File: config.mk
export PLATFORM = sky130hd
export DESIGN_NAME = i2c_mode_control
export DESIGN_NICKNAME = d
export VERILOG_FILES = /design/src/rtl/i2c_mode_pkg.sv /design/src/rtl/i2c_mode_control.sv
export SDC_FILE = /design/constraint.sdc
export NUM_CORES = 1
export LEC_CHECK = 0
export ABC_AREA = 1
export BUFFER_PORTS_ARGS = -buffer_cell sky130_fd_sc_hd__buf_2
export CAP_MARGIN = 20
export CORE_MARGIN = 2
export CORE_UTILIZATION = 40
export DETAILED_ROUTE_END_ITERATION = 12
export GPL_ROUTABILITY_DRIVEN = 0
export PLACE_DENSITY = 0.58
export SYNTH_ARGS = -nofsm -noshare
export SYNTH_HDL_FRONTEND = slang
export SYNTH_SLANG_ARGS = --single-unit
File: constraint.sdc
create_clock -name clk_i -period 3.45 [get_ports clk_i]
set_input_delay 0.69 -clock clk_i [delete_from_list [all_inputs] [get_ports clk_i]]
set_output_delay 0.69 -clock clk_i [all_outputs]
set_load 0.01 [all_outputs]
File: src/rtl/i2c_mode_pkg.sv
// Constants, field layouts and state encodings of the I2C mode-control block.
// Assumes a 32-bit AXI4-Lite register bus and one system clock.
package i2c_mode_pkg;

  localparam int ADDR_W = 8;

  localparam logic [7:0] OFS_MODE     = 8'h00;
  localparam logic [7:0] OFS_OWN      = 8'h04;
  localparam logic [7:0] OFS_TARGET   = 8'h08;
  localparam logic [7:0] OFS_COUNT    = 8'h0C;
  localparam logic [7:0] OFS_TX       = 8'h10;
  localparam logic [7:0] OFS_RX       = 8'h14;
  localparam logic [7:0] OFS_STATUS   = 8'h18;
  localparam logic [7:0] OFS_PRESCALE = 8'h1C;

  // Mode register, bit 9 down to bit 0.
  typedef struct packed {
    logic free_format_enable;
    logic address_expansion;
    logic repeat_transfer;
    logic loopback_enable;
    logic module_reset_n;
    logic start_byte_mode;
    logic start_condition_request;
    logic stop_condition_request;
    logic master_role;
    logic transmit_role;
  } mode_s;

  // Status register, bit 4 down to bit 0.
  typedef struct packed {
    logic overrun;
    logic nack;
    logic tx_ready;
    logic rx_ready;
    logic busy;
  } status_s;

  localparam logic [9:0]  MODE_RST     = 10'h000;
  localparam logic [9:0]  OWN_RST      = 10'h000;
  localparam logic [9:0]  TARGET_RST   = 10'h000;
  localparam logic [15:0] COUNT_RST    = 16'h0001;
  localparam logic [7:0]  PSC_MIN      = 8'h03;
  localparam logic [7:0]  START_BYTE   = 8'h01;
  localparam logic [4:0]  TEN_BIT_TAG  = 5'h1E;
  localparam logic [3:0]  ACK_SLOT     = 4'h8;
  localparam logic [3:0]  LAST_BIT     = 4'h7;
  localparam logic [1:0]  RESP_OKAY    = 2'h0;
  localparam logic [1:0]  RESP_SLVERR  = 2'h2;

  typedef enum logic [5:0] {
    ST_IDLE   = 6'h01,
    ST_START  = 6'h02,
    ST_LOAD   = 6'h04,
    ST_BITS   = 6'h08,
    ST_RSTART = 6'h10,
    ST_STOP   = 6'h20
  } eng_e;

  typedef enum logic [3:0] {
    K_SBYTE   = 4'h1,
    K_ADDR_HI = 4'h2,
    K_ADDR_LO = 4'h4,
    K_DATA    = 4'h8
  } kind_e;

endpackage

File: src/rtl/i2c_mode_control.sv
// I2C master mode control: loopback, module enable, START byte preamble,
// addressed or free data format and repeat mode, behind AXI4-Lite.
// Assumes open-drain SCL/SDA resolved outside; pin inputs synchronous.
// Operation
// - Loopback acts only while master-transmitter; otherwise ignored.
// - Loopback: transmitted word lands in receive register after 8 slots.
// - Loopback uses the same slot clock for sending and receiving.
// - Loopback sends own address instead of target address.
// - Module reset bit low holds block disabled, status to defaults.
// - Disabling mid-transfer releases both lines; bus may hang.
// - As slave, START byte mode is ignored entirely.
// - START byte mode turns a start request into a longer preamble.
// - Preamble: START, byte 0000_0001, dummy ack clock, repeated START.
// - After preamble the target address is sent, or the data at once in free format.
// - Without free format, 7-bit or 10-bit addressing per expansion bit.
// - Repeat mode ignores data count until stop request is set.
`timescale 1ns/1ns
module i2c_mode_control #(
  parameter logic [7:0] PRESCALE_DEFAULT = 8'h04
) (
  input  wire logic        clk_i,
  input  wire logic        rst_i,
  input  wire logic [7:0]  s_awaddr_i,
  input  wire logic        s_awvalid_i,
  output logic             s_awready_o,
  input  wire logic [31:0] s_wdata_i,
  input  wire logic [3:0]  s_wstrb_i,
  input  wire logic        s_wvalid_i,
  output logic             s_wready_o,
  output logic [1:0]       s_bresp_o,
  output logic             s_bvalid_o,
  input  wire logic        s_bready_i,
  input  wire logic [7:0]  s_araddr_i,
  input  wire logic        s_arvalid_i,
  output logic             s_arready_o,
  output logic [31:0]      s_rdata_o,
  output logic [1:0]       s_rresp_o,
  output logic             s_rvalid_o,
  input  wire logic        s_rready_i,
  input  wire logic        scl_i,
  output logic             scl_o,
  output logic             scl_oe_n_o,
  input  wire logic        sda_i,
  output logic             sda_o,
  output logic             sda_oe_n_o
);

  if (PRESCALE_DEFAULT < i2c_mode_pkg::PSC_MIN) begin : g_chk
    $error("PRESCALE_DEFAULT must be at least 3");
  end

  function automatic logic [31:0] merge(input logic [31:0] old,
                                        input logic [31:0] wd,
                                        input logic [3:0]  st);
    logic [31:0] r;
    r = old;
    for (int i = 0; i < 4; i++) begin
      if (st[i]) begin
        r[8*i +: 8] = wd[8*i +: 8];
      end
    end
    return r;
  endfunction

  i2c_mode_pkg::mode_s mode_r, mode_nxt;
  i2c_mode_pkg::eng_e  state_r, state_nxt;
  i2c_mode_pkg::kind_e kind_r, kind_nxt;
  i2c_mode_pkg::status_s st;
  logic [9:0]  own_r, own_nxt, target_r, target_nxt;
  logic [15:0] cnt_reg_r, cnt_reg_nxt, count_r, count_nxt;
  logic [7:0]  tx_r, tx_nxt, rx_r, rx_nxt, psc_r, psc_nxt;
  logic [7:0]  div_r, div_nxt, sh_r, sh_nxt, rxsh_r, rxsh_nxt;
  logic [3:0]  bit_r, bit_nxt;
  logic        tx_pend_r, tx_pend_nxt, rx_rdy_r, rx_rdy_nxt;
  logic        nack_r, nack_nxt, ovr_r, ovr_nxt;
  logic        aw_hold_r, aw_hold_nxt, w_hold_r, w_hold_nxt;
  logic [7:0]  awaddr_r, awaddr_nxt;
  logic [31:0] wdata_r, wdata_nxt, rdata_r, rdata_nxt;
  logic [3:0]  wstrb_r, wstrb_nxt;
  logic        bvalid_r, bvalid_nxt, rvalid_r, rvalid_nxt;
  logic [1:0]  bresp_r, bresp_nxt, rresp_r, rresp_nxt;
  logic        scl_low_r, scl_low_nxt, sda_low_r, sda_low_nxt;

  logic        has_aw, has_w, do_wr, wr_tx, rd_rx, tx_take, rx_set;
  logic [7:0]  wa;
  logic [31:0] wd;
  logic [3:0]  ws;
  logic [7:0]  hi_start;
  logic [9:0]  src_addr;
  logic        loop_act, sending, last_byte, slot_end, sample, rx_bit;
  logic        want_sda;

  assign s_awready_o = !aw_hold_r && !bvalid_r;
  assign s_wready_o  = !w_hold_r && !bvalid_r;
  assign s_bvalid_o  = bvalid_r;
  assign s_bresp_o   = bresp_r;
  assign s_arready_o = !rvalid_r;
  assign s_rvalid_o  = rvalid_r;
  assign s_rdata_o   = rdata_r;
  assign s_rresp_o   = rresp_r;
  assign scl_o       = 1'b0;
  assign sda_o       = 1'b0;
  assign scl_oe_n_o  = !scl_low_r;
  assign sda_oe_n_o  = !sda_low_r;

  always_comb begin
    st.overrun  = ovr_r;
    st.nack     = nack_r;
    st.tx_ready = !tx_pend_r;
    st.rx_ready = rx_rdy_r;
    st.busy     = (state_r != i2c_mode_pkg::ST_IDLE);
  end

  always_comb begin
    mode_nxt = mode_r;      own_nxt = own_r;     target_nxt = target_r;
    cnt_reg_nxt = cnt_reg_r; count_nxt = count_r; tx_nxt = tx_r;
    rx_nxt = rx_r;          psc_nxt = psc_r;     div_nxt = div_r;
    sh_nxt = sh_r;          rxsh_nxt = rxsh_r;   bit_nxt = bit_r;
    state_nxt = state_r;    kind_nxt = kind_r;   nack_nxt = nack_r;
    ovr_nxt = ovr_r;        rx_set = 1'b0;       tx_take = 1'b0;
    aw_hold_nxt = aw_hold_r; w_hold_nxt = w_hold_r;
    awaddr_nxt = awaddr_r;  wdata_nxt = wdata_r; wstrb_nxt = wstrb_r;
    bvalid_nxt = bvalid_r;  bresp_nxt = bresp_r;
    rvalid_nxt = rvalid_r;  rdata_nxt = rdata_r; rresp_nxt = rresp_r;
    wr_tx = 1'b0;           rd_rx = 1'b0;

    // Write channel: address and data are taken in either order.
    has_aw = aw_hold_r || (s_awvalid_i && s_awready_o);
    has_w  = w_hold_r || (s_wvalid_i && s_wready_o);
    wa = aw_hold_r ? awaddr_r : s_awaddr_i;
    wd = w_hold_r ? wdata_r : s_wdata_i;
    ws = w_hold_r ? wstrb_r : s_wstrb_i;
    do_wr = has_aw && has_w;
    if (bvalid_r && s_bready_i) begin
      bvalid_nxt = 1'b0;
    end
    if (do_wr) begin
      aw_hold_nxt = 1'b0;
      w_hold_nxt  = 1'b0;
      bvalid_nxt  = 1'b1;
      bresp_nxt   = i2c_mode_pkg::RESP_OKAY;
      case (wa)
        i2c_mode_pkg::OFS_MODE:
          mode_nxt = 10'(merge({22'h00_0000, mode_r}, wd, ws));
        i2c_mode_pkg::OFS_OWN:
          own_nxt = 10'(merge({22'h00_0000, own_r}, wd, ws));
        i2c_mode_pkg::OFS_TARGET:
          target_nxt = 10'(merge({22'h00_0000, target_r}, wd, ws));
        i2c_mode_pkg::OFS_COUNT:
          cnt_reg_nxt = 16'(merge({16'h0000, cnt_reg_r}, wd, ws));
        i2c_mode_pkg::OFS_TX: begin
          tx_nxt = 8'(merge({24'h00_0000, tx_r}, wd, ws));
          wr_tx  = ws[0];
        end
        i2c_mode_pkg::OFS_STATUS: begin
          if (ws[0] && wd[3]) nack_nxt = 1'b0;
          if (ws[0] && wd[4]) ovr_nxt = 1'b0;
        end
        i2c_mode_pkg::OFS_PRESCALE: begin
          psc_nxt = 8'(merge({24'h00_0000, psc_r}, wd, ws));
          if (psc_nxt < i2c_mode_pkg::PSC_MIN) psc_nxt = i2c_mode_pkg::PSC_MIN;
        end
        i2c_mode_pkg::OFS_RX: ;
        default: bresp_nxt = i2c_mode_pkg::RESP_SLVERR;
      endcase
    end else begin
      if (s_awvalid_i && s_awready_o) begin
        aw_hold_nxt = 1'b1;
        awaddr_nxt  = s_awaddr_i;
      end
      if (s_wvalid_i && s_wready_o) begin
        w_hold_nxt = 1'b1;
        wdata_nxt  = s_wdata_i;
        wstrb_nxt  = s_wstrb_i;
      end
    end

    // Read channel: one read at a time, answered the cycle after it is taken.
    if (rvalid_r && s_rready_i) begin
      rvalid_nxt = 1'b0;
    end
    if (s_arvalid_i && s_arready_o) begin
      rvalid_nxt = 1'b1;
      rresp_nxt  = i2c_mode_pkg::RESP_OKAY;
      rdata_nxt  = 32'h0000_0000;
      case (s_araddr_i)
        i2c_mode_pkg::OFS_MODE:     rdata_nxt[9:0]  = mode_r;
        i2c_mode_pkg::OFS_OWN:      rdata_nxt[9:0]  = own_r;
        i2c_mode_pkg::OFS_TARGET:   rdata_nxt[9:0]  = target_r;
        i2c_mode_pkg::OFS_COUNT:    rdata_nxt[15:0] = cnt_reg_r;
        i2c_mode_pkg::OFS_TX:       rdata_nxt[7:0]  = tx_r;
        i2c_mode_pkg::OFS_RX: begin
          rdata_nxt[7:0] = rx_r;
          rd_rx          = 1'b1;
        end
        i2c_mode_pkg::OFS_STATUS:   rdata_nxt[4:0]  = st;
        i2c_mode_pkg::OFS_PRESCALE: rdata_nxt[7:0]  = psc_r;
        default: rresp_nxt = i2c_mode_pkg::RESP_SLVERR;
      endcase
    end

    // Serial engine: one bit per slot of psc_r + 1 clock cycles.
    loop_act  = mode_r.loopback_enable && mode_r.master_role
                && mode_r.transmit_role;
    src_addr  = loop_act ? own_r : target_r;
    sending   = (kind_r != i2c_mode_pkg::K_DATA) || mode_r.transmit_role;
    last_byte = !mode_r.repeat_transfer && (count_r <= 16'h0001);
    hi_start  = {1'b0, psc_r[7:1]} + 8'h01;
    slot_end  = (div_r == psc_r);
    sample    = (div_r == hi_start);
    rx_bit    = loop_act ? !sda_low_r : sda_i;
    if (state_r != i2c_mode_pkg::ST_IDLE && !(scl_i || scl_low_r)) begin
      div_nxt = div_r;
    end else begin
      div_nxt = slot_end ? 8'h00 : div_r + 8'h01;
    end

    scl_low_nxt = 1'b0;
    want_sda    = 1'b0;
    case (state_r)
      i2c_mode_pkg::ST_IDLE: begin
        div_nxt = 8'h00;
        if (mode_r.master_role && mode_r.start_condition_request) begin
          mode_nxt.start_condition_request = 1'b0;
          count_nxt = cnt_reg_r;
          kind_nxt  = i2c_mode_pkg::K_DATA;
          state_nxt = i2c_mode_pkg::ST_START;
        end
      end
      i2c_mode_pkg::ST_RSTART: begin
        // SCL is pulsed low so that SDA can rise before the repeated START.
        scl_low_nxt = (div_r < hi_start);
        if (slot_end) begin
          state_nxt = i2c_mode_pkg::ST_START;
        end
      end
      i2c_mode_pkg::ST_START: begin
        want_sda = (div_r >= hi_start);
        if (slot_end) begin
          state_nxt = i2c_mode_pkg::ST_LOAD;
          if (kind_r != i2c_mode_pkg::K_SBYTE
              && mode_r.start_byte_mode) begin
            kind_nxt = i2c_mode_pkg::K_SBYTE;
          end else if (mode_r.free_format_enable) begin
            kind_nxt = i2c_mode_pkg::K_DATA;
          end else begin
            kind_nxt = i2c_mode_pkg::K_ADDR_HI;
          end
        end
      end
      i2c_mode_pkg::ST_LOAD: begin
        scl_low_nxt = 1'b1;
        want_sda    = 1'b1;
        if (slot_end) begin
          state_nxt = i2c_mode_pkg::ST_BITS;
          bit_nxt   = 4'h0;
          case (kind_r)
            i2c_mode_pkg::K_SBYTE: sh_nxt = i2c_mode_pkg::START_BYTE;
            i2c_mode_pkg::K_ADDR_HI:
              sh_nxt = mode_r.address_expansion
                ? {i2c_mode_pkg::TEN_BIT_TAG, src_addr[9:8],
                   !mode_r.transmit_role}
                : {src_addr[6:0], !mode_r.transmit_role};
            i2c_mode_pkg::K_ADDR_LO: sh_nxt = src_addr[7:0];
            default: begin
              sh_nxt = tx_r;
              if (mode_r.transmit_role) begin
                tx_take = tx_pend_r;
                if (mode_r.stop_condition_request) begin
                  mode_nxt.stop_condition_request = 1'b0;
                  state_nxt = i2c_mode_pkg::ST_STOP;
                end else if (!tx_pend_r) begin
                  state_nxt = i2c_mode_pkg::ST_LOAD;
                end
              end
            end
          endcase
        end
      end
      i2c_mode_pkg::ST_BITS: begin
        scl_low_nxt = (div_r < hi_start);
        if (bit_r < i2c_mode_pkg::ACK_SLOT) begin
          want_sda = sending && !sh_r[7];
        end else begin
          want_sda = (kind_r == i2c_mode_pkg::K_DATA)
                     && !mode_r.transmit_role && !last_byte;
        end
        if (sample && bit_r < i2c_mode_pkg::ACK_SLOT) begin
          rxsh_nxt = {rxsh_r[6:0], rx_bit};
        end
        if (sample && bit_r == i2c_mode_pkg::ACK_SLOT && sending
            && kind_r != i2c_mode_pkg::K_SBYTE && !loop_act && sda_i) begin
          nack_nxt = 1'b1;
        end
        if (slot_end && bit_r < i2c_mode_pkg::ACK_SLOT) begin
          sh_nxt  = {sh_r[6:0], 1'b0};
          bit_nxt = bit_r + 4'h1;
          if (bit_r == i2c_mode_pkg::LAST_BIT
              && kind_r == i2c_mode_pkg::K_DATA
              && (!mode_r.transmit_role || loop_act)) begin
            rx_nxt = rxsh_r;
            rx_set = 1'b1;
          end
        end else if (slot_end) begin
          state_nxt = i2c_mode_pkg::ST_LOAD;
          if (kind_r == i2c_mode_pkg::K_SBYTE) begin
            state_nxt = i2c_mode_pkg::ST_RSTART;
          end else if (nack_nxt && sending) begin
            state_nxt = i2c_mode_pkg::ST_STOP;
          end else if (kind_r == i2c_mode_pkg::K_ADDR_HI
                       && mode_r.address_expansion) begin
            kind_nxt = i2c_mode_pkg::K_ADDR_LO;
          end else if (kind_r != i2c_mode_pkg::K_DATA) begin
            kind_nxt = i2c_mode_pkg::K_DATA;
          end else begin
            count_nxt = count_r - 16'h0001;
            if (mode_r.stop_condition_request || last_byte) begin
              mode_nxt.stop_condition_request = 1'b0;
              state_nxt = i2c_mode_pkg::ST_STOP;
            end
          end
        end
      end
      i2c_mode_pkg::ST_STOP: begin
        scl_low_nxt = (div_r < hi_start);
        want_sda    = 1'b1;
        if (slot_end) begin
          state_nxt = i2c_mode_pkg::ST_IDLE;
        end
      end
      default: state_nxt = i2c_mode_pkg::ST_IDLE;
    endcase
    // Outside IDLE and START, SDA only changes after SCL has settled low, except when a low module reset bit releases both on one edge.
    if (div_r == 8'h00 && state_r != i2c_mode_pkg::ST_IDLE
        && state_r != i2c_mode_pkg::ST_START) begin
      sda_low_nxt = sda_low_r;
    end else begin
      sda_low_nxt = want_sda;
    end

    // Sets win over the clears in the same cycle; a low module reset bit clears them all.
    tx_pend_nxt = wr_tx || (tx_pend_r && !tx_take);
    rx_rdy_nxt  = rx_set || (rx_rdy_r && !rd_rx);
    if (rx_set && rx_rdy_r && !rd_rx) begin
      ovr_nxt = 1'b1;
    end

    if (!mode_r.module_reset_n) begin
      state_nxt   = i2c_mode_pkg::ST_IDLE;
      div_nxt     = 8'h00;
      scl_low_nxt = 1'b0;
      sda_low_nxt = 1'b0;
      tx_pend_nxt = 1'b0;
      rx_rdy_nxt  = 1'b0;
      nack_nxt    = 1'b0;
      ovr_nxt     = 1'b0;
      mode_nxt.start_condition_request = 1'b0;
    end
  end

  always_ff @(posedge clk_i) begin
    if (rst_i) begin
      mode_r <= i2c_mode_pkg::MODE_RST;   own_r <= i2c_mode_pkg::OWN_RST;
      target_r <= i2c_mode_pkg::TARGET_RST;
      cnt_reg_r <= i2c_mode_pkg::COUNT_RST;
      count_r <= i2c_mode_pkg::COUNT_RST;
      tx_r <= 8'h00;  rx_r <= 8'h00;  psc_r <= PRESCALE_DEFAULT;
      div_r <= 8'h00; sh_r <= 8'h00;  rxsh_r <= 8'h00;  bit_r <= 4'h0;
      state_r <= i2c_mode_pkg::ST_IDLE; kind_r <= i2c_mode_pkg::K_DATA;
      tx_pend_r <= 1'b0; rx_rdy_r <= 1'b0; nack_r <= 1'b0; ovr_r <= 1'b0;
      aw_hold_r <= 1'b0; w_hold_r <= 1'b0; awaddr_r <= 8'h00;
      wdata_r <= 32'h0000_0000; wstrb_r <= 4'h0;
      bvalid_r <= 1'b0; bresp_r <= 2'h0; rvalid_r <= 1'b0;
      rdata_r <= 32'h0000_0000; rresp_r <= 2'h0;
      scl_low_r <= 1'b0; sda_low_r <= 1'b0;
    end else begin
      mode_r <= mode_nxt;       own_r <= own_nxt;   target_r <= target_nxt;
      cnt_reg_r <= cnt_reg_nxt; count_r <= count_nxt;
      tx_r <= tx_nxt;  rx_r <= rx_nxt;  psc_r <= psc_nxt;
      div_r <= div_nxt; sh_r <= sh_nxt; rxsh_r <= rxsh_nxt; bit_r <= bit_nxt;
      state_r <= state_nxt; kind_r <= kind_nxt;
      tx_pend_r <= tx_pend_nxt; rx_rdy_r <= rx_rdy_nxt;
      nack_r <= nack_nxt; ovr_r <= ovr_nxt;
      aw_hold_r <= aw_hold_nxt; w_hold_r <= w_hold_nxt;
      awaddr_r <= awaddr_nxt; wdata_r <= wdata_nxt; wstrb_r <= wstrb_nxt;
      bvalid_r <= bvalid_nxt; bresp_r <= bresp_nxt; rvalid_r <= rvalid_nxt;
      rdata_r <= rdata_nxt; rresp_r <= rresp_nxt;
      scl_low_r <= scl_low_nxt; sda_low_r <= sda_low_nxt;
    end
  end

endmodule // i2c_mode_control

==> key figures, run 1 <==
Worst setup path
  – Worst EP arrival: 3320 ps
  – Worst r2r path cells: 17
  – Crit-path max cell delay: 470 ps
  – Most used cell, CP: nand2_1
  – Startpoint Class: flop
  – Crit-path max FO: 10
  – Critical Path Source: psc_r[1]$_SDFFE_PP0P_
  – CP required: 3800 ps
  – Critical path cell sequence: ha_1 -> nand3_1 -> nor3_1 -> xor2_1 -> ha_1 -> nand2_1 -> nor2_1 -> nand4_1 -> inv_1 -> nand4_1 -> nand2_1 -> nand2_2 -> buf_4 -> nand2_4 -> nand2_1 -> nand2_1 -> nor2_1
  – Worst reg2reg endpoint: kind_r[0]$_SDFFE_PP0P_
  – CP endpoint kind: flop
  – Reg2Reg Launch Point: psc_r[1]$_SDFFE_PP0P_
  – R2r setup slk: 470 ps
  – Crit Path Class: flop to flop
  – Slowest CP cell: dfxtp_1

Worst hold path
  – Worst Hold Class: flop to flop
  – Hold depth: 2
  – Hold EP: awaddr_r[5]$_SDFFE_PP0P_
  – HP Start: awaddr_r[5]$_SDFFE_PP0P_

Global route
  – Grt total ovfl: 0
  – First-pass GRT wire length: 43.1 mm
  – GRT Total Usage: 22.3%
  – Vias in the first global route: 8048
  – Largest net degree at the start of global routing: 56
  – Initial antenna violation count: 0

Route
  – Routed Antenna Nets: 0
  – DR pass1 iterations: 5
  – Via density: 5.11
  – Drc violations: 0
  – Vias: 9111
  – Iteration-0 DRC Markers: 590
  – WL per Instance: 15.6 microns
  – Detailed Route WL: 27.8 mm

Synth
  – Syn avg cell area: 6.79 sq um
  – Synthesized area: 0.00954 sq mm
  – Number of synthesized flops with an enable pin: 0
  – Synth Instances: 1405
  – Post-synthesis sequential area ratio: 37.3%
  – Most frequent cell after synthesis: nand2_1
  – Top-area cell type share of the netlist area: 37.3%
  – Largest cells by area after synthesis: dfxtp_1 (37%), nand2_1 (11%), o21ai_0 (8.9%)
  – Post-synth top cells: nand2_1 (273), dfxtp_1 (178), o21ai_0 (170), nor2_1 (163), inv_1 (161)
  – Flops & latches, synth: 178
  – Ys flop type: dfxtp_1
  – Yosys cell types: 51
  – Leading area contributor after synthesis: dfxtp_1
  – Ys async rst share: 0%
  – Ys Warns: 0

Cells and area
  – FILL cells: 2459
  – Share of cells above drive strength 1: 11.6%
  – Ant. Diodes: 0
  – Final nets: 1527
  – Synth-to-Final Area Change: 11.2%
  – Post-route cell area: 0.0106 sq mm

Placed design
  – Placed Area: 0.0100 sq mm
  – Detailed Place HPWL: 20.6 mm
  – Port buffer count: 67
  – Worst slack, placed: 533 ps

STA
  – Slew @ Worst Pin: 786 ps
  – Unrepaired setup endpoints after global routing: no
  – Max-slew headroom: 47.2%
  – Final period util: 86.3%
  – Final hold vios: 0
  – Final setup viols: 0
  – Maximum clock frequency: 336 MHz
  – Final setup margin: 472 ps
  – Slew Limit Fails: 0
  – Clock skew: 17.5 ps
  – Final min period: 2980 ps
  – Setup_tns: 0 ps

Clock network
  – CTS Buf Count: 17
  – H-tree Lvls: 4
  – Skew-Pair Late Insertion Delay: 450 ps
  – Reg clk slew, reported paths: 70 ps
  – Clock Sinks: 178
  – Root buf cell: clkbuf_16
  – Clock Path Buffers: 2
  – Post_cts resized: 0
  – CTS Hold Buffers Added: 0
  – Setup Fix Bufs, Post-CTS: 0
  – CTS tree: built

Pwr
  – Internal: 3.20 mW
  – Comb power frac: 9.2%
  – Switching Share: 28.8%
  – Power density of the placed cells: 423 mW/mm^2
  – Sequential Power Share: 47.5%
  – Psw: 1.29 mW
  – Worst vdd ir: 0.000263 V
  – Leak: 4.37 nW
  – Clock network power share: 43.3%

Job
  – Maxcap violations: 0

Floorplanning
  – Initial core utilization: 40.7%
  – Rows: 56
  – Die W: 158 microns
  – Die area: 0.0251 sq mm
  – # IOs: 106
  – Die Ht: 158 microns
  – CORE AREA: 0.0235 sq mm

Status
  – Status: completed
## worst max path at each step
| stage | endpoint | slack (ps) | cells past startpoint |
|---|---|---|---|
| finish | kind_r[0]$_SDFFE_PP0P_ | 470 | 17 |
| floorplan | count_r[13]$_SDFFE_PP0P_ | 1110 | 16 |
| CTS | kind_r[0]$_SDFFE_PP0P_ | 490 | 17 |
| global route | count_r[10]$_SDFFE_PP0P_ | 180 | 15 |
| global placement | kind_r[0]$_SDFFE_PP0P_ | 550 | 17 |
| detailed placement | kind_r[0]$_SDFFE_PP0P_ | 530 | 17 |
## cell type report
cell class / count / area (sq um) / area share (%)
clock buffers: 17 / 425 / 4.01
flip-flops and latches: 178 / 3560 / 33.6
clock inverters: 15 / 163 / 1.53
inverters: 172 / 648 / 6.11
well taps: 319 / 399 / 3.76
multi-input cells: 1004 / 4980 / 47.0
repair buffers: 78 / 430 / 4.06
## layout by cell type (no fill, tap or decap), types with 4 or more instances in the layout
cell       count
buf_4         10
nand2_1      273
inv_6          5
nand4_1       18
inv_1        160
nor2_2         7
a21oi_1      130
nand3_1       74
a211oi_1       4
inv_2          7
clkbuf_16     17
nand2_2        8
a21oi_2        6
or2_2          7
buf_2         67
a22oi_1        4
xor2_1         8
ha_1          15
o22ai_1       14
nor2_4         5
nor2_1       163
a31oi_1        9
nor3_1        15
dfxtp_1      178
o21ai_1        4
o2111ai_1      4
o21a_1         5
nor4_1         4
conb_1        20
o21ai_0      170
nand4_2        4
o211ai_1       4
clkinv_1       4
clkinv_8       4
## critical path, delay by kind of cell, from the launching register on
family / cells / cell delay (ps)
XOR/XNOR: 1 / 100
adder cells (fa/ha/maj): 2 / 520
buffers and inverters: 2 / 380
flip-flops: 1 / 470
AND/OR/NAND/NOR: 12 / 1400
## per-stage QoR
stage	power, mW	hold WS [ps]	util (%)	instances
after detailed placement	2.60	442	42.7	1751
after CTS	4.52	453	45.2	1783
after floorplan	2.47	429	-	1424
after global placement	2.59	440	42.7	1751
after global routing	4.67	470	45.2	1783
final	4.49	451	45.2	1783
## cells by family after synthesis
logic type,share of synthesized area [%]
AO/OA/AOI/OAI,20.4
XOR/XNOR,1.26
adder cells (fa/ha/maj),1.97
buffers and inverters,11.2
flip-flops,37.3
other,0.0393
AND/OR/NAND/NOR,27.8
## per-layer routing
metal / GRT usage [%] / routed length (microns) / vias to the layer above
li1: - / - / 4671
met1: 30.6 / 13100 / 4160
met2: 35.5 / 12700 / 240
met3: 4.03 / 1370 / 40
met4: 7.29 / 631 / 0
met5: 0 / 0 / -
## flip-flops by register name (all words and copies together), names as in the netlist, 4 cells and up
name	cells
cnt_reg_r	16
count_r	16
s_rdata_o	16
wdata_r	16
mode_r	10
own_r	10
target_r	10
awaddr_r	8
div_r	8
psc_r	8
rx_r	8
rxsh_r	8
sh_r	8
tx_r	8
state_r	6
bit_r	4
kind_r	4
## power groups by stage
stage	Combinational, mW	Sequential, mW	Clock [mW]
floorplan	0.296	2.18	0
global placement	0.410	2.18	0
detailed placement	0.413	2.18	0
CTS	0.414	2.13	1.97
global route	0.464	2.14	2.06
finish	0.411	2.13	1.95
(Power assumes the default switching activity.)
==> inputs of run 2 (changes only) <==
--- a/config.mk
+++ b/config.mk
@@ -10,9 +10,11 @@
 export CAP_MARGIN = 20
 export CORE_MARGIN = 2
 export CORE_UTILIZATION = 40
+export CTS_BUF_LIST = sky130_fd_sc_hd__clkbuf_8 sky130_fd_sc_hd__clkbuf_16
 export DETAILED_ROUTE_END_ITERATION = 12
 export GPL_ROUTABILITY_DRIVEN = 0
 export PLACE_DENSITY = 0.58
+export RECOVER_POWER = 25
 export SYNTH_ARGS = -nofsm -noshare
 export SYNTH_HDL_FRONTEND = slang
 export SYNTH_SLANG_ARGS = --single-unit
==> key figures, run 2 (synthesis results as in run 1) <==
Status
  – Status: completed

Route
  – WL per Instance: 15.6 microns
  – Vias: 9086
  – DR pass1 iterations: 5
  – Drc violations: 0
  – Iteration-0 DRC Markers: 604
  – Routed Antenna Nets: 0
  – Detailed Route WL: 27.8 mm
  – Via density: 5.10

Placed design
  – Dpl cells: 1751
  – Port buffer count: 67
  – Placed Area: 0.0100 sq mm
  – Detailed Place HPWL: 20.6 mm

Floorplanning
  – Initial core utilization: 40.7%
  – # IOs: 106
  – CORE AREA: 0.0235 sq mm
  – Rows: 56
  – Die W: 158 microns
  – Die Ht: 158 microns
  – Die area: 0.0251 sq mm

STA
  – Maximum clock frequency: 336 MHz
  – Final setup viols: 0
  – Final min period: 2980 ps
  – Final hold vios: 0
  – Final period util: 86.4%
  – Max-slew headroom: 46.8%
  – Setup_tns: 0 ps
  – Slew @ Worst Pin: 793 ps
  – Slew Limit Fails: 0
  – Clock skew: 14.9 ps
  – Unrepaired setup endpoints after global routing: no

Worst setup path
  – Startpoint Class: flop
  – CP required: 3820 ps
  – CP endpoint kind: flop
  – Worst r2r path cells: 15
  – Worst setup path end: count_r[5]$_SDFFE_PP0P_
  – Reg2Reg Launch Point: psc_r[1]$_SDFFE_PP0P_
  – Critical Path Source: psc_r[1]$_SDFFE_PP0P_
  – Worst EP arrival: 3350 ps
  – R2r setup slk: 470 ps
  – Crit Path Class: flop to flop
  – Crit-path max FO: 17
  – Worst reg2reg endpoint: count_r[5]$_SDFFE_PP0P_

Cells and area
  – Post-route cell area: 0.0106 sq mm
  – Leading cell type in the layout, fill and taps excluded: nand2_1
  – Final nets: 1527
  – Share of cells above drive strength 1: 9.63%
  – Most frequent cells in the layout: nand2_1 (274), dfxtp_1 (178), o21ai_0 (171)
  – Non-filler cells, final: 1783
  – Ant. Diodes: 0
  – Synth-to-Final Area Change: 10.7%

Clock network
  – CTS Hold Buffers Added: 0
  – Skew-Pair Late Insertion Delay: 450 ps
  – Post_cts resized: 0
  – Clock Path Buffers: 2
  – Clock Sinks: 178
  – Root buf cell: clkbuf_16
  – CTS tree: built
  – Setup Fix Bufs, Post-CTS: 0
  – CTS Buf Count: 17
  – H-tree Lvls: 4
  – Reg clk slew, reported paths: 70 ps

Pwr
  – Power density of the placed cells: 424 mW/mm^2
  – Leak: 4.28 nW
  – Pwr Total: 4.48 mW
  – Worst vdd ir: 0.000263 V

Global route
  – First-pass GRT wire length: 43.1 mm
  – Vias in the first global route: 8048
  – GRT Total Usage: 22.3%
  – Grt total ovfl: 0
  – Largest net degree at the start of global routing: 56
  – Initial antenna violation count: 0

Worst hold path
  – Worst Hold Class: flop to flop
  – HP Start: awaddr_r[5]$_SDFFE_PP0P_

Job
  – Maxcap violations: 0
## run 2: area by class of cell
cell class | count | area [sq um]
fillers | 2471 | 12900
multi-input cells | 1004 | 4980
flip-flops and latches | 178 | 3560
inverters | 172 | 648
clock buffers | 17 | 425
well taps | 319 | 399
repair buffers | 78 | 395
clock inverters | 15 | 163
## run 2: how the worst min path moves through the flow
stage                                     to  slack [ps]  depth (start not counted)
global route        awaddr_r[2]$_SDFFE_PP0P_         470                          2
CTS                 awaddr_r[2]$_SDFFE_PP0P_         450                          2
floorplan           awaddr_r[7]$_SDFFE_PP0P_         430                          2
global placement    awaddr_r[2]$_SDFFE_PP0P_         440                          2
finish              awaddr_r[5]$_SDFFE_PP0P_         450                          2
detailed placement  awaddr_r[2]$_SDFFE_PP0P_         440                          2
## run 2: worst max-delay path: stages, from the launching register on
cell	delay, ps
dfxtp_1	470
ha_1	230
nand3_1	140
nor3_1	200
xor2_1	100
ha_1	280
nand2_1	60
nor2_1	170
nand4_1	150
inv_1	140
nand4_1	180
nand2_1	150
nand2_2	120
nand2_4	290
nand2_1	100
a21oi_1	130
## run 2: per-layer routing
| metal | global-route usage [%] | up-vias | part of all wire [%] | wire length, microns |
|---|---|---|---|---|
| met5 | 0 | - | 0 | 0 |
| met4 | 7.29 | 0 | 2.3 | 643 |
| met3 | 4.03 | 40 | 4.4 | 1230 |
| met2 | 35.5 | 220 | 46 | 12700 |
| met1 | 30.6 | 4146 | 47 | 13200 |
| li1 | - | 4680 | - | - |
## run 2: through the flow
step                worst slack, ps  hold slack [ps]  util, %
global placement                550              440     42.7
floorplan                      1110              429        -
global route                    184              470     45.0
finish                          470              451     45.0
detailed placement              533              442     42.7
CTS                             495              453     45.2
## run 2: report_power, final
| part | switching (mW) | internal, mW | total (mW) |
|---|---|---|---|
| clock | 0.973 | 0.970 | 1.94 |
| combinational | 0.287 | 0.117 | 0.404 |
| sequential | 0.0284 | 2.11 | 2.13 |
==> inputs of run 3 (changes only) <==
==> constraint.sdc (replaced) <==
create_clock -name clk_i -period 2.9 [get_ports clk_i]
set_input_delay 0.58 -clock clk_i [delete_from_list [all_inputs] [get_ports clk_i]]
set_output_delay 0.58 -clock clk_i [all_outputs]
set_load 0.01 [all_outputs]
==> key figures, run 3 (synthesis results as in run 1) <==
Status
  – Status: completed

STA
  – Maximum clock frequency: 381 MHz
  – Max-slew headroom: 46.1%
  – Slew @ Worst Pin: 802 ps
  – Final period util: 90.5%
  – Final setup viols: 0
  – Final min period: 2630 ps
  – Setup_tns: 0 ps
  – Final hold vios: 0
  – Slew Limit Fails: 0
  – Unrepaired setup endpoints after global routing: no
  – Clock skew: 11.1 ps

Clock network
  – CTS Buf Count: 17
  – CTS tree: built
  – Skew-Pair Late Insertion Delay: 440 ps
  – Clock Path Buffers: 2
  – Reg clk slew, reported paths: 70 ps
  – CTS Hold Buffers Added: 0
  – Clock Sinks: 178
  – Root buf cell: clkbuf_16
  – H-tree Lvls: 4

Route
  – Drc violations: 0
  – Routed Antenna Nets: 0
  – Detailed Route WL: 28.0 mm
  – WL per Instance: 15.6 microns
  – Via density: 5.16
  – Vias: 9265
  – Iteration-0 DRC Markers: 726
  – DR pass1 iterations: 6

Cells and area
  – FILL cells: 2556
  – Synth-to-Final Area Change: 11.7%
  – Final nets: 1540
  – Leading cell type in the layout, fill and taps excluded: nand2_1
  – Ant. Diodes: 0
  – Area of the multi-input gates: 0.00498 sq mm
  – Most frequent cells in the layout: nand2_1 (273), dfxtp_1 (177), o21ai_0 (171)
  – Share of cells above drive strength 1: 10.7%
  – Register area: 0.00356 sq mm
  – Final core occ: 45.4%

Placed design
  – Detailed Place HPWL: 21.0 mm
  – Port buffer count: 67

Worst setup path
  – Most used cell, CP: nand2_1
  – Crit-path max FO: 20
  – Reg2Reg Launch Point: psc_r[2]$_SDFFE_PP1P_
  – CP endpoint kind: flop
  – Worst EP arrival: 2960 ps
  – R2r setup slk: 270 ps
  – Critical Path Source: psc_r[2]$_SDFFE_PP1P_
  – CP required: 3240 ps
  – Critical path cell sequence: ha_1 -> nand3_1 -> nor3_2 -> xor2_1 -> ha_1 -> nand2_1 -> nor2_2 -> nand4_1 -> inv_1 -> nand4_1 -> nand2_1 -> nand2_2 -> buf_4 -> nand2_4 -> nand2_1 -> nand2_1 -> nor2_1
  – Crit-path max cell delay: 390 ps
  – Startpoint Class: flop
  – Crit Path Class: flop to flop
  – Slowest CP cell: dfxtp_2

Pwr
  – Power density of the placed cells: 496 mW/mm^2
  – Leak: 4.33 nW
  – Worst vdd ir: 0.000381 V

Floorplanning
  – Die area: 0.0251 sq mm
  – Rows: 56
  – Initial core utilization: 40.7%
  – Die W: 158 microns
  – CORE AREA: 0.0235 sq mm
  – Die Ht: 158 microns
  – # IOs: 106

Global route
  – First-pass GRT wire length: 44.3 mm
  – Vias in the first global route: 8435
  – Largest net degree at the start of global routing: 56
  – GRT Total Usage: 22.8%
  – Initial antenna violation count: 0
  – Grt total ovfl: 0

Worst hold path
  – HP Start: s_bready_i
  – Worst Hold Class: input port to flop

Job
  – Maxcap violations: 0
[run 3: worst max-delay path, delay by kind of cell (launching register included)]
family / cells / cell delay [ps]
XOR/XNOR: 1 / 100
flip-flops: 1 / 390
buffers and inverters: 2 / 370
adder cells (fa/ha/maj): 2 / 480
AND/OR/NAND/NOR: 12 / 1180
[run 3: path summary, 6_finish.rpt]
check                              to  depth (start not counted)
min reg2reg  awaddr_r[5]$_SDFFE_PP0P_                          2
max reg2reg    kind_r[0]$_SDFFE_PP0P_                         17
max            kind_r[0]$_SDFFE_PP0P_                         17
min           s_bvalid_o$_SDFFE_PP0P_                          4
[run 3: what timing repair did]
action,in CTS,in global routing
buffers inserted,0,0
endpoints found under the setup margin,0,22
gates resized for setup,0,3
[run 3: power by group]
group	switching (mW)	internal (mW)
clock	1.12	1.14
sequential	0.0341	2.51
combinational	0.345	0.148
[run 3: routing by layer]
layer  vias up  track usage [%]  part of all wire, %  routed length, microns
met5         -                0                    0                       0
met4         0             7.34                  2.1                     586
met3        38             3.89                  5.1                    1440
met2       246             37.0                   46                   12900
met1      4276             30.8                   47                   13100
li1       4705                -                    -                       -
[run 3: area by class of cell]
cell class | count | share of cell area (%)
Clock buffer | 17 | 3.99
Clock inverter | 15 | 1.33
Inverter | 172 | 6.08
Multi-Input combinational cell | 1004 | 46.7
Sequential cell | 178 | 33.4
Tap cell | 319 | 3.74
Timing Repair Buffer | 91 | 4.72
[run 3: per-stage QoR]
stage | std cells | setup slack [ps] | area, sq um | power [mW] | hold WS (ps)
floorplan | 1424 | 555 | 9620 | 2.94 | 429
global placement | 1764 | 184 | 10100 | 3.09 | 440
detailed placement | 1764 | 119 | 10100 | 3.10 | 444
CTS | 1796 | 102 | 10700 | 5.34 | 381
global route | 1796 | 44.2 | 10700 | 5.52 | 415
finish | 1796 | 275 | 10700 | 5.29 | 390
